$ cat src/design/pp_cfg_pkg.sv
// constants and types for the parallel port configuration register bank
package pp_cfg_pkg;
  // ----------------------------------------------------------------
  // configuration space
  // ----------------------------------------------------------------
  localparam logic [7:0] CFG_IDX_PP = 8'hf0;
  localparam logic [7:0] CFG_RESET = 8'hf2;
  localparam logic [7:0] CFG_WMASK = 8'hf3;
  localparam int MODE_MSB = 7;
  localparam int MODE_LSB = 5;
  localparam int EXT_BIT = 4;
  localparam int CLK_BIT = 1;
  localparam int FLT_BIT = 0;
  // ----------------------------------------------------------------
  // runtime offsets
  // ----------------------------------------------------------------
  localparam logic [10:0] RT_EXT_INDEX = 11'h403;
  localparam logic [10:0] RT_EXT_DATA = 11'h404;
  localparam logic [10:0] RT_EXT_AUX = 11'h405;
  localparam logic [10:0] RT_CTRL = 11'h002;
  localparam logic [7:0] CTRL_SAFE = 8'hc4;
  localparam logic [7:0] SEC_IDX_CTRL2 = 8'h02;
  localparam int CTRL2_EPP19_BIT = 4;
  localparam int CTRL_DIR_BIT = 5;
  // ----------------------------------------------------------------
  // mode select encodings
  // ----------------------------------------------------------------
  typedef enum logic [2:0] {
    MODE_STD = 3'h0,
    MODE_EXT = 3'h1,
    MODE_EPP17 = 3'h2,
    MODE_ECP = 3'h4,
    MODE_RSV5 = 3'h5,
    MODE_RSV6 = 3'h6,
    MODE_ECP_EPP = 3'h7
  } pp_mode_e;
  // decoded mode family, one-hot
  typedef enum logic [4:0] {
    FAM_STD = 5'h01,
    FAM_EXT = 5'h02,
    FAM_EPP = 5'h04,
    FAM_ECP = 5'h08,
    FAM_ECPE = 5'h10
  } pp_family_e;
endpackage : pp_cfg_pkg

$ cat src/design/pp_ext_regs.sv
`timescale 1ns/100ps
// extended index/data/aux registers with a small second-level store
module pp_ext_regs #(
  parameter int DEPTH = 8
) (
  // clock and reset
  input wire logic core_clk_i,
  input wire logic rst_n_i,
  // access
  input wire logic [1:0] sel_i,
  input wire logic wr_i,
  input wire logic rd_i,
  input wire logic [7:0] wdata_i,
  // results
  output logic [7:0] rdata_o,
  output logic [7:0] ctrl2_o
);
  import pp_cfg_pkg::*;

  typedef struct packed {
    logic [7:0] index;
    logic [7:0] aux;
    logic [DEPTH-1:0][7:0] mem;
    logic [7:0] rdata;
  } ext_s;

  ext_s st_q;
  ext_s st_d;
  logic [$clog2(DEPTH)-1:0] wa;

  // ----------------------------------------------------------------
  // index, data and aux access
  // ----------------------------------------------------------------
  // index wraps into the store; upper index bits are kept for readback
  always_comb begin
    st_d = st_q;
    wa = st_q.index[$clog2(DEPTH)-1:0];
    if (wr_i) begin
      case (sel_i)
        2'h0: st_d.index = wdata_i;
        2'h1: st_d.mem[wa] = wdata_i;
        2'h2: st_d.aux = wdata_i;
        default: st_d.aux = st_q.aux;
      endcase
    end
    if (rd_i) begin
      case (sel_i)
        2'h0: st_d.rdata = st_q.index;
        2'h1: st_d.rdata = st_q.mem[wa];
        2'h2: st_d.rdata = st_q.aux;
        default: st_d.rdata = 8'h00;
      endcase
    end
  end

  always_ff @(posedge core_clk_i) begin
    if (!rst_n_i) begin
      st_q <= '0;
    end else begin
      st_q <= st_d;
    end
  end

  assign rdata_o = st_q.rdata;
  assign ctrl2_o = st_q.mem[SEC_IDX_CTRL2[$clog2(DEPTH)-1:0]];
endmodule : pp_ext_regs

$ cat src/design/pp_mode_decode.sv
`timescale 1ns/100ps
// decode of the mode select field into a one-hot mode family
module pp_mode_decode (
  // field in
  input wire logic [2:0] mode_i,
  // decoded
  output logic [4:0] family_o,
  output logic reserved_o
);
  import pp_cfg_pkg::*;

  // ----------------------------------------------------------------
  // decode
  // ----------------------------------------------------------------
  // reserved codes fall back to the standard family so pins stay sane
  always_comb begin
    reserved_o = 1'b0;
    case (mode_i)
      MODE_STD: family_o = FAM_STD;
      MODE_EXT: family_o = FAM_EXT;
      MODE_EPP17: family_o = FAM_EPP;
      MODE_ECP: family_o = FAM_ECP;
      MODE_ECP_EPP: family_o = FAM_ECPE;
      default: begin
        family_o = FAM_STD;
        reserved_o = 1'b1;
      end
    endcase
  end
endmodule : pp_mode_decode

$ cat src/design/pp_cfg_regs.sv
// The address-and-strobe port was chosen for this implementation.
`timescale 1ns/100ps
// parallel port configuration register and the controls it drives

// Functional notes
// - mode 000 standard, 010 epp 1.7
// - mode 001 software-directed data direction
// - mode 100 ecp, no epp mode 4
// - mode 111 ecp with epp; 101/110 reserved
// - mode 4 epp revision from extended control bit4
// - bit4 clear ignores extended registers
// - bit4 set makes extended registers reachable
// - bit1 clear stops port clock while active, keeps registers
// - bit1 set runs port clock
// - bit0 set floats outputs when inactive
// - 403h/404h/405h are index, data, aux
module pp_cfg_regs (
  // clock and reset
  input wire logic core_clk_i,
  input wire logic rst_n_i,
  // configuration space port
  input wire logic [7:0] cfg_addr_i,
  input wire logic [7:0] cfg_wdata_i,
  input wire logic cfg_wr_i,
  input wire logic cfg_rd_i,
  output logic [7:0] cfg_rdata_o,
  // logical device activation
  input wire logic dev_active_i,
  // runtime port space
  input wire logic [10:0] rt_addr_i,
  input wire logic [7:0] rt_wdata_i,
  input wire logic rt_wr_i,
  input wire logic rt_rd_i,
  output logic [7:0] rt_rdata_o,
  output logic rt_hit_o,
  // mode outputs to the port engines
  output logic [4:0] mode_family_o,
  output logic mode_reserved_o,
  output logic epp_rev19_o,
  output logic data_dir_in_o,
  output logic port_clk_en_o,
  output logic pins_float_o,
  output logic mode_unsafe_o
);
  import pp_cfg_pkg::*;

  // ----------------------------------------------------------------
  // state
  // ----------------------------------------------------------------
  typedef struct packed {
    logic [7:0] cfg;
    logic [7:0] cfg_rdata;
    logic [7:0] ctrl;
    logic [7:0] rt_rdata;
    logic ext_rd_pend;
    logic rt_hit;
    logic [4:0] family;
    logic reserved;
    logic epp19;
    logic dir_in;
    logic clk_en;
    logic pins_float;
    logic unsafe;
  } cfg_s;

  cfg_s st_q;
  cfg_s st_d;

  logic [4:0] fam_c;
  logic rsv_c;
  logic [7:0] ext_rdata;
  logic [7:0] ctrl2;
  logic [1:0] ext_sel;
  logic ext_hit;
  logic ext_wr;
  logic ext_rd;

  // ----------------------------------------------------------------
  // helpers
  // ----------------------------------------------------------------
  // one decode of the extended window used for both strobes
  function automatic logic ext_window(input logic [10:0] a);
    ext_window = (a == RT_EXT_INDEX) || (a == RT_EXT_DATA) ||
      (a == RT_EXT_AUX);
  endfunction : ext_window

  // selector within the extended window
  function automatic logic [1:0] ext_slot(input logic [10:0] a);
    logic [10:0] d;
    d = a - RT_EXT_INDEX;
    ext_slot = d[1:0];
  endfunction : ext_slot

  // ----------------------------------------------------------------
  // extended access gating
  // ----------------------------------------------------------------
  // a cleared bit4 hides the window entirely: no store, no readback
  assign ext_hit = ext_window(rt_addr_i) && st_q.cfg[EXT_BIT];
  assign ext_wr = rt_wr_i && ext_hit;
  assign ext_rd = rt_rd_i && ext_hit;
  assign ext_sel = ext_slot(rt_addr_i);

  pp_ext_regs #(
    .DEPTH(8)
  ) u_ext (
    .core_clk_i(core_clk_i),
    .rst_n_i(rst_n_i),
    .sel_i(ext_sel),
    .wr_i(ext_wr),
    .rd_i(ext_rd),
    .wdata_i(rt_wdata_i),
    .rdata_o(ext_rdata),
    .ctrl2_o(ctrl2)
  );

  pp_mode_decode u_dec (
    .mode_i(st_q.cfg[MODE_MSB:MODE_LSB]),
    .family_o(fam_c),
    .reserved_o(rsv_c)
  );

  // ----------------------------------------------------------------
  // next state
  // ----------------------------------------------------------------
  always_comb begin
    st_d = st_q;
    // configuration write; reserved bits masked away
    if (cfg_wr_i && (cfg_addr_i == CFG_IDX_PP)) begin
      st_d.cfg = cfg_wdata_i & CFG_WMASK;
    end
    // configuration read, unmapped index reads zero
    if (cfg_rd_i) begin
      if (cfg_addr_i == CFG_IDX_PP) begin
        st_d.cfg_rdata = st_q.cfg & CFG_WMASK;
      end else begin
        st_d.cfg_rdata = 8'h00;
      end
    end
    // control register copy, watched for the safe value
    if (rt_wr_i && (rt_addr_i == RT_CTRL)) begin
      st_d.ctrl = rt_wdata_i;
    end
    // extended read data arrives from the store one cycle later
    st_d.ext_rd_pend = ext_rd;
    st_d.rt_hit = ext_rd;
    if (rt_rd_i && !ext_hit) begin
      st_d.rt_rdata = 8'h00;
    end
    // register the decoded controls so outputs come from flops
    st_d.family = fam_c;
    st_d.reserved = rsv_c;
    // epp revision only meaningful in ecp mode 4 capable setting
    st_d.epp19 = (fam_c == FAM_ECPE) && ctrl2[CTRL2_EPP19_BIT];
    // direction: standard always drives, extended uses control bit
    st_d.dir_in = (fam_c == FAM_EXT) && st_q.ctrl[CTRL_DIR_BIT];
    // clock runs unless stopped while active; state is never cleared
    st_d.clk_en = st_q.cfg[CLK_BIT] || !dev_active_i;
    // float only while inactive and enabled
    st_d.pins_float = st_q.cfg[FLT_BIT] && !dev_active_i;
    // flags a mode change written while inactive or without the safe control value
    if (cfg_wr_i && (cfg_addr_i == CFG_IDX_PP)) begin
      st_d.unsafe = (cfg_wdata_i[MODE_MSB:MODE_LSB] !=
        st_q.cfg[MODE_MSB:MODE_LSB]) &&
        (!dev_active_i || (st_q.ctrl != CTRL_SAFE));
    end
  end

  // ----------------------------------------------------------------
  // registers
  // ----------------------------------------------------------------
  always_ff @(posedge core_clk_i) begin
    if (!rst_n_i) begin
      st_q <= '0;
      st_q.cfg <= CFG_RESET;
      st_q.clk_en <= 1'b1;
      st_q.family <= FAM_ECPE;
    end else begin
      st_q <= st_d;
    end
  end

  // ----------------------------------------------------------------
  // outputs
  // ----------------------------------------------------------------
  // extended read data come out of the store's own register
  assign rt_rdata_o = st_q.ext_rd_pend ? ext_rdata : st_q.rt_rdata;
  assign rt_hit_o = st_q.rt_hit;
  assign cfg_rdata_o = st_q.cfg_rdata;
  assign mode_family_o = st_q.family;
  assign mode_reserved_o = st_q.reserved;
  assign epp_rev19_o = st_q.epp19;
  assign data_dir_in_o = st_q.dir_in;
  assign port_clk_en_o = st_q.clk_en;
  assign pins_float_o = st_q.pins_float;
  assign mode_unsafe_o = st_q.unsafe;
endmodule : pp_cfg_regs

$ cat config.mk
export PLATFORM = sky130hd
export DESIGN_NAME = pp_cfg_regs
export DESIGN_NICKNAME = d
export VERILOG_FILES = /design/src/design/pp_cfg_pkg.sv /design/src/design/pp_ext_regs.sv /design/src/design/pp_mode_decode.sv /design/src/design/pp_cfg_regs.sv
export SDC_FILE = /design/constraint.sdc
export NUM_CORES = 1
export LEC_CHECK = 0
export BUFFER_PORTS_ARGS = -buffer_cell sky130_fd_sc_hd__buf_2
export CORE_MARGIN = 5
export CORE_UTILIZATION = 40
export DETAILED_ROUTE_END_ITERATION = 8
export HOLD_SLACK_MARGIN = 0.06
export PLACE_DENSITY = 0.67
export SLEW_MARGIN = 40
export SYNTH_ARGS = -nofsm -noshare
export SYNTH_HDL_FRONTEND = slang
export SYNTH_HIERARCHICAL = 1
export SYNTH_SLANG_ARGS = --single-unit
$ cat constraint.sdc
create_clock -name core_clk_i -period 3.45 [get_ports core_clk_i]
set_input_delay 0.5175 -clock core_clk_i [delete_from_list [all_inputs] [get_ports core_clk_i]]
set_output_delay 0.5175 -clock core_clk_i [all_outputs]
set_load 0.03 [all_outputs]
==> results of run 1 <==
==> placed cells by master (no fill, tap or decap), types with 3 or more instances in the layout <==
master,instances
inv_1,3
a31oi_1,6
buf_2,65
clkbuf_1,5
a22oi_1,8
clkbuf_16,17
o22ai_1,8
o21ai_0,74
nor4_1,7
nor3b_1,6
mux2i_1,16
ha_1,4
mux2_2,24
clkinv_2,4
o31ai_1,9
a21boi_1,61
nor2b_1,19
dfxtp_1,120
buf_4,15
xnor2_1,4
nand2b_1,10
a21boi_0,3
nand4_1,17
o21ai_1,12
a21oi_1,15
nand2_1,6
mux4_2,8
nor3_1,3
and2_1,16
nand3_1,65
==> report_power, final <==
| part | leakage [nW] | internal (mW) | total, mW | switching [mW] |
|---|---|---|---|---|
| sequential | 0.966 | 1.39 | 1.39 | 0.000299 |
| combinational | 1.18 | 0.0450 | 0.123 | 0.0778 |
| clock | 0.278 | 1.10 | 1.68 | 0.589 |
| total | 2.42 | 2.53 | 3.20 | 0.667 |
==> layout make-up <==
class                      count  area share (%)
multi-input combinational    430            45.1
inverter                       4           0.225
timing repair buffer          80            6.58
sequential                   120            36.1
clock inverter                 8            1.45
tap                          184            3.46
clock buffer                  24            7.08
==> worst min-delay path by stage <==
stage / from / end / cells after the start / slack, ns
final: dev_active_i / pins_float_o$_SDFF_PN0_ / 2 / 0.31
after global routing: dev_active_i / pins_float_o$_SDFF_PN0_ / 2 / 0.32
after CTS: dev_active_i / pins_float_o$_SDFF_PN0_ / 2 / 0.30
after detailed placement: cfg_rdata_o[1]$_SDFFE_PN0P_ / cfg_rdata_o[1]$_SDFFE_PN0P_ / 2 / 0.46
after global placement: st_q[28]$_SDFFE_PN0P_ / st_q[28]$_SDFFE_PN0P_ / 2 / 0.45
after floorplan: st_q[26]$_SDFFE_PN0P_ / data_dir_in_o$_SDFF_PN0_ / 2 / 0.43
==> per-layer routing <==
layer  part of all wire, %  global-route usage (%)  wire, um
met5                     0                       0         0
met4                   1.5                    5.54       229
met3                   4.9                    4.09       747
met2                    48                    27.8      7390
met1                    46                    23.5      7000
==> worst max-delay path, cell delays in order <==
cell and delay, ns:
buf_2 0.11, or4_4 0.62, a2111oi_4 0.49, and2_1 0.31, and4b_1 0.22, buf_4 0.34
nand3_1 0.15, a21boi_1 0.18
==> state kept, by name (all words and copies together), names as in the netlist <==
signal           cells
data_dir_in_o        1
st_q                15
u_ext/st_q          72
mode_reserved_o      1
epp_rev19_o          1
pins_float_o         1
u_ext/ctrl2_o        8
mode_unsafe_o        1
port_clk_en_o        1
u_ext/rdata_o        8
mode_family_o        5
cfg_rdata_o          6
==> results, run 1 <==
- The number of gates resized after CTS is 0.
- The class of the worst hold path is in -> reg.
- The register clock-pin slew on the reported worst setup and hold paths is approximately 0.060 ns.
- The worst setup path is captured at a flip-flop.
- The average wire per cell in the routed design is between 15 and 20 um.
- Setup slack on the worst reg-to-reg path comes out at 1.35 ns.
- Yosys printed 6 warnings.
- The design draws between 3 and 4 mW.
- For this block, the via count after detailed routing is 4,882.
- The total iterations of the first detailed-routing run is 5.
- Buffers added to address setup during post-CTS repair amount to 0.
- In this run the number of H-tree levels came out at 4.
- Once placement finished, the instance area stood at 6090 um2.
- From left edge to right edge, the die measures 132 um.
- The remaining antenna violation count is 0.
- For this configuration, the core starts out at a cell density of slightly above 40%.
- Setup repair after global routing left no endpoint under its margin.
- The endpoint required time on the critical path is approximately 3.8 ns.
- The final weighted congestion of routability-driven global placement is approximately 0.85.
- The vertical die dimension is between 100 and 150 um.
- The CTS root buffer is clkbuf_16.
- The count of port buffers added during placement is 65.
- In this run the critical register-to-register path is launched from st_q[41]$_SDFFE_PN1P_.
- The total power per unit cell area is ~480 nW/um2.
- The most critical setup path has its endpoint at u_ext/st_q[63]$_SDFFE_PN0P_.
- The aggregate routed wire length is approximately 15,000 um.
- The multi-input logic area is between 3000 and 4000 um2.
- The maximum fanout along the worst path is 32.
- Across the VDD grid, the largest voltage drop is 0.000303 V.
- CTS saw 120 sinks.
- Leaving out filler cells and counting taps, the final layout contains 850.
- The flow ran to the end, and the final reports show no timing, DRC or antenna violations.
- For this run, design rule violations remaining after detail routing come to 0.
- The setup slack of the critical path after layout is roughly 0.83 ns.
- Data arrives at the worst endpoint at just under 3 ns.
- The endpoint of the worst-slack reg-to-reg timing path is u_ext/st_q[63]$_SDFFE_PN0P_.
- The total placed cells including tap cells is approximately 800.
- The number of pins exceeding their max-slew limit in the final report is 0.
- The final layout contains approximately 700 nets.
- After legalization and detailed placement, the total HPWL measured slightly below 10,000 um.
- The fraction of layout instances using a drive strength above 1 is about 22%.
- The final worst-path cycle share is around three quarters.
- The area growth from synthesis to layout is 12.5%.
- The cell count of the worst reg-to-reg path is 7.
- The via count of the first global-routing pass came to roughly 4,800.
- The highest clock frequency the design can meet is roughly 0.38 GHz.
- For this run the aggregate overflow at the end of global routing stands at 0.
- The synthesized area per cell is roughly 9.2 um2.
- TritonCTS built the clock tree.
- Across the routed clock network, the largest skew measured is between 0.008 and 0.009 ns.
- The worst setup path is of the in -> reg kind.
- The antenna diode count is 0.
- Global routing consumed, over all layers together, between 10% and 20% of the routing resources.
- The final design area excluding fillers is between 6000 and 7000 um2.
- Counting I/O delays and the setup requirement, the final critical path takes 2.62 ns.
- Setup violations remaining at the end of the flow were counted as 0.
- For this design the top-level I/O count stands at 70.
- The number of buffers inserted for hold repair after clock tree synthesis is 0.
- Synthesis handed over a netlist of roughly 640 instances.
- The maximum number of pins on one net before global-route repair is 72.
- The slew of the pin with the lowest slew margin is ~0.84 ns.
- The first routing iteration left approximately 470 violations.
- The max-cap check violation count is 0.
- The first global-routing pass estimated between 20,000 and 25,000 um of wire.
- TritonCTS created 17 clock buffers.
- The worst slack on hold paths is approximately 0.31 ns.
- The footprint of the flip-flops and latches is between 2000 and 2500 um2.
- Summed over all cells, the static leakage comes to 2.42 nW.
- The end-of-flow core utilization is roughly 46%.
- The longest clock path from root to sink contains 2 buffers.
- The number of vias per cell is between 5 and 6.
- The number of hold-slack violations in the final timing report is 0.
- The die covers about 17,000 um2.
- The cell area that synthesis handed to floorplanning was 5920 um2.
- The worst max-slew margin expressed relative to the limit is 43.2%.
- The critical path startpoint category is a primary input.
- At the placement stage, the worst setup path has a slack of 0.482 ns.
- The number of antenna violations at the first check in global routing came to 0.
- The start point of the critical path is rt_addr_i[7].
- After filler insertion, the fill cell instance count of the layout stands at 1,428.
- The count of standard-cell rows is 44.
- The setup total negative slack is 0 ns.
- The floorplan step defined a core boundary enclosing 14,500 um2.
- For the worst-skew pair, the clock arrives at the later sink with an insertion delay of approximately 0.41 ns.
(Power assumes the default switching activity.)
==> inputs of run 2 (changes only) <==
- ABC_AREA: not set -> 1
- clock period: 3.45 -> 2.47 ns (I/O delays scaled with it)
==> run 2 against run 1 <==
  * Synthesized area down 2.7%
  * Combinational power up 51%
  * Clock-buffer cell count down 7
  * Clock skew about the same
  * Cell count up 26%
  * Setup slack worse by 0.26 ns
  * Total power up 48%
  * Sequential share of layout area up 0.35 points
==> results, run 2 <==
- The flow ran to the end, and the final reports show no timing, DRC or antenna violations.
- The hold path depth was 2 (unchanged).
- The final weighted congestion of routability-driven global placement is 0.838 (-2.0%).
- The antenna diode count came to 0 (unchanged).
- The number of nets at the end of the flow was 928 (+33%).
- The remaining global-route overflow was 0 (unchanged).
- The total placed cells including tap cells is 1,043 (+28%).
- The core outline area came to 14,000 um2 (-3.8%).
- The static leakage came to 3.11 nW (+29%).
- The most frequent standard cell in the layout excluding fill and tap cells is nand2_1.
- The final worst clock skew came to 0.00882 ns (+0.000183 ns).
- The share of power burned in combinational logic is 3.9% (about the same).
- The count of port buffers added during placement is 65 (unchanged).
- The maximum fanout along the worst path is 14 (-56%).
- The start point of the critical path is u_ext/st_q[81]$_SDFFE_PN0P_.
- The total global routing track utilization is 17.1% (-0.40 points).
- The number of fillers in the final layout was 1,469 (+2.9%).
- The number of cells produced by synthesis was 854 (+33%).
- The number of gates resized after CTS was 0 (unchanged).
- The post-detailed-route DRC marker count is 0 (unchanged).
- The post-synthesis cell area came to 5760 um2 (-2.7%).
- The cell count of the worst reg-to-reg path is 7 (unchanged).
- The number of vias per cell is 4.66 (-19%).
- Traced cell by cell, the critical path runs through inv_2, nor2_1, inv_2, nor3_4, inv_2, nor2_1, nor2_1.
- The multi-input logic area is 2540 um2 (-16%).
- The number of warnings printed during yosys synthesis is 6 (unchanged).
- The clock tree from TritonCTS is yes.
- The stage delay of the slowest cell on the critical path is 0.67 ns (+0.05 ns).
- The via count is 5,006 (+2.5%).
- The vertical die dimension is 130 um (-1.3%).
- The flip-flop count of the largest register after layout was 72 (unchanged).
- Dividing the final minimum period by the clock period gives ~77%.
- Setup repair after global routing left no endpoint under its margin.
- The initial core utilization is 41.2% (+0.44 points).
- The relative contribution of the clock network to total power was 55.0% (+2.3 points).
- The largest registers in the layout are u_ext/st_q x72, st_q x15.
- The area enclosed by the die boundary is 16,900 um2 (-2.5%).
- The critical path's top delay family is flip-flops.
- The register clock-pin slew on the reported worst setup and hold paths is 0.06 ns (about the same).
- Among all stages on the critical path, the largest delay is contributed by dfxtp_1.
- The synthesized area per cell was 6.74 um2 (-27%).
- The total half-perimeter wirelength after legalization and detailed placement is 9010 um (-9.3%).
- The hold path endpoint is pins_float_o$_SDFF_PN0_.
- The number of antenna violations at the first check in global routing came to 0 (unchanged).
- The class of the worst hold path is in -> reg.
- The worst setup path is of the reg -> reg kind.
- The footprint of the flip-flops and latches is 2400 um2 (unchanged).
- The internal power of the cells is 3.68 mW (+46%).
- The number of CTS-inserted buffers is 17 (unchanged).
- The worst slack at placement is 0.249 ns (-0.233 ns).
- The average wire per cell in the routed design came to 12.7 um (-30%).
- For this run, the top clock speed supported by timing is around 0.53 GHz.
- The buffer and inverter count on the worst path is 3 (+1).
- The arrival time of the worst setup path came to 2.21 ns (-0.74 ns).
- STA classifies the critical path startpoint as a flip-flop.
- The endpoint of the worst-slack reg-to-reg timing path is u_ext/st_q[36]$_SDFFE_PN0P_.
- The clock sink total was 120 (unchanged).
- The worst slack on hold paths came to 0.172 ns (-0.143 ns).
- The wire length of the first global-routing pass is 22,800 um (-8.9%).
- The max-cap check violation count is 0 (unchanged).
- The count of boundary I/O pins is 70 (unchanged).
- The number of setup buffers added after CTS is 0 (unchanged).
- The worst max-slew margin expressed relative to the limit is 50.0% (+6.8 points).
- The later-pin clock latency in the skew report was 0.42 ns (about the same).
- The total iterations of the first detailed-routing run was 6 (+1).
- The slew of the pin with the lowest slew margin is 0.748 ns (-0.0964 ns).
- The remaining antenna violation count is 0 (unchanged).
- The end-of-flow core utilization is 47.1% (+1.3 points).
- The worst register-to-register path begins at u_ext/st_q[81]$_SDFFE_PN0P_.
- The setup slack of the critical path after layout is 0.566 ns (-0.262 ns).
- The final design area excluding fillers was 6600 um2 (-0.96%).
- The fraction of layout instances using a drive strength above 1 is 16.0% (-6.2 points).
- The via count of the first global-routing pass is 4,640 (-3.1%).
- The number of buffers inserted for hold repair after clock tree synthesis is 0 (unchanged).
- The setup total negative slack was 0 ns (unchanged).
- The final period demand of the worst path is about 1.9 ns.
- The iteration-0 DRC count of the detailed router is 394 (-17%).
- The maximum number of pins on one net before global-route repair is 63 (-13%).
- The endpoint required time on the critical path was 2.78 ns (-0.99 ns).
- The aggregate routed wire length is 13,700 um (-11%).
- Relative to the synthesized area, the layout overhead comes to 14.5%.
- Leaving out fill and tap cells, the most frequent cells in the layout are 220 x nand2_1, 120 x dfxtp_1, 114 x nor2_1.
- The count of standard-cell rows is 43 (-2.3%).
- The total of endpoints with negative setup slack in the final report is 0 (unchanged).
- STA classifies the critical path endpoint as a flip-flop.
- The x dimension of the die is 130 um (-1.3%).
- The cell sitting at the root of the clock tree is a clkbuf_16.
- The worst hold path begins at dev_active_i.
- The slack of the worst reg-to-reg path is 0.57 ns (-0.78 ns).
- The maximum level of the CTS H-tree is 4 (unchanged).
- u_ext/st_q holds more flip-flops than any other register.
- The number of hold-slack violations in the final timing report is 0 (unchanged).
- The switching part of the total is 22.1% (+1.2 points).
- The peak supply drop is 0.000560 V (+85%).
- The post-layout instance count excluding filler cells came to 1,075 (+26%).
- The worst-case clock buffer depth is 2 (unchanged).
- The net switching power of the design was 1.05 mW (+57%).
- The total power consumption of the routed design is 4.73 mW (+48%).
- The number of pins exceeding their max-slew limit in the final report was 0 (unchanged).
- The total power per unit cell area is 717 nW/um2 (+49%).
- The total placed instance area was 5970 um2 (-2.0%).
- The proportion of power drawn by flip-flops and latches is 41.1% (-2.3 points).
## run 2: worst reg2reg max path: cells and delay by family (launching register included)
family        cells  cell delay, ns
simple gates      4            0.68
flops             1            0.67
buf+inv           3            0.45
## run 2: worst max-delay path by stage
stage                                  end  slack (ns)  cells after the start
2_1_floorplan  u_ext/st_q[68]$_SDFFE_PN0P_        0.65                     12
3_3_place_gp   u_ext/st_q[12]$_SDFFE_PN0P_        0.25                     13
3_5_place_dp   u_ext/st_q[12]$_SDFFE_PN0P_        0.25                     13
4_1_cts        u_ext/st_q[36]$_SDFFE_PN0P_        0.55                      7
5_1_grt        u_ext/st_q[34]$_SDFFE_PN0P_        0.35                      7
6_report       u_ext/st_q[36]$_SDFFE_PN0P_        0.57                      7
## run 2: routing by layer
metal,vias up,global-route usage (%),part of all wire [%]
met5,-,0,0
met4,0,6.78,1.9
met3,20,4.42,5.7
met2,128,27.4,45
met1,2182,22.0,47
li1,2676,-,-
## run 2: power groups by stage
stage | Clock, mW | Sequential, mW | Combinational, mW
CTS | 2.65 | 1.94 | 0.187
global placement | 0 | 1.99 | 0.185
floorplan | 0 | 1.99 | 0.123
global route | 2.74 | 1.94 | 0.208
detailed placement | 0 | 1.99 | 0.186
finish | 2.60 | 1.94 | 0.186
## run 2: cell type report
type	instances	area share [%]
Multi-Input combinational cell	557	38.5
Clock buffer	17	6.45
Timing Repair Buffer	70	5.50
Tap cell	180	3.41
Clock inverter	15	3.05
Inverter	116	6.68
Sequential cell	120	36.4
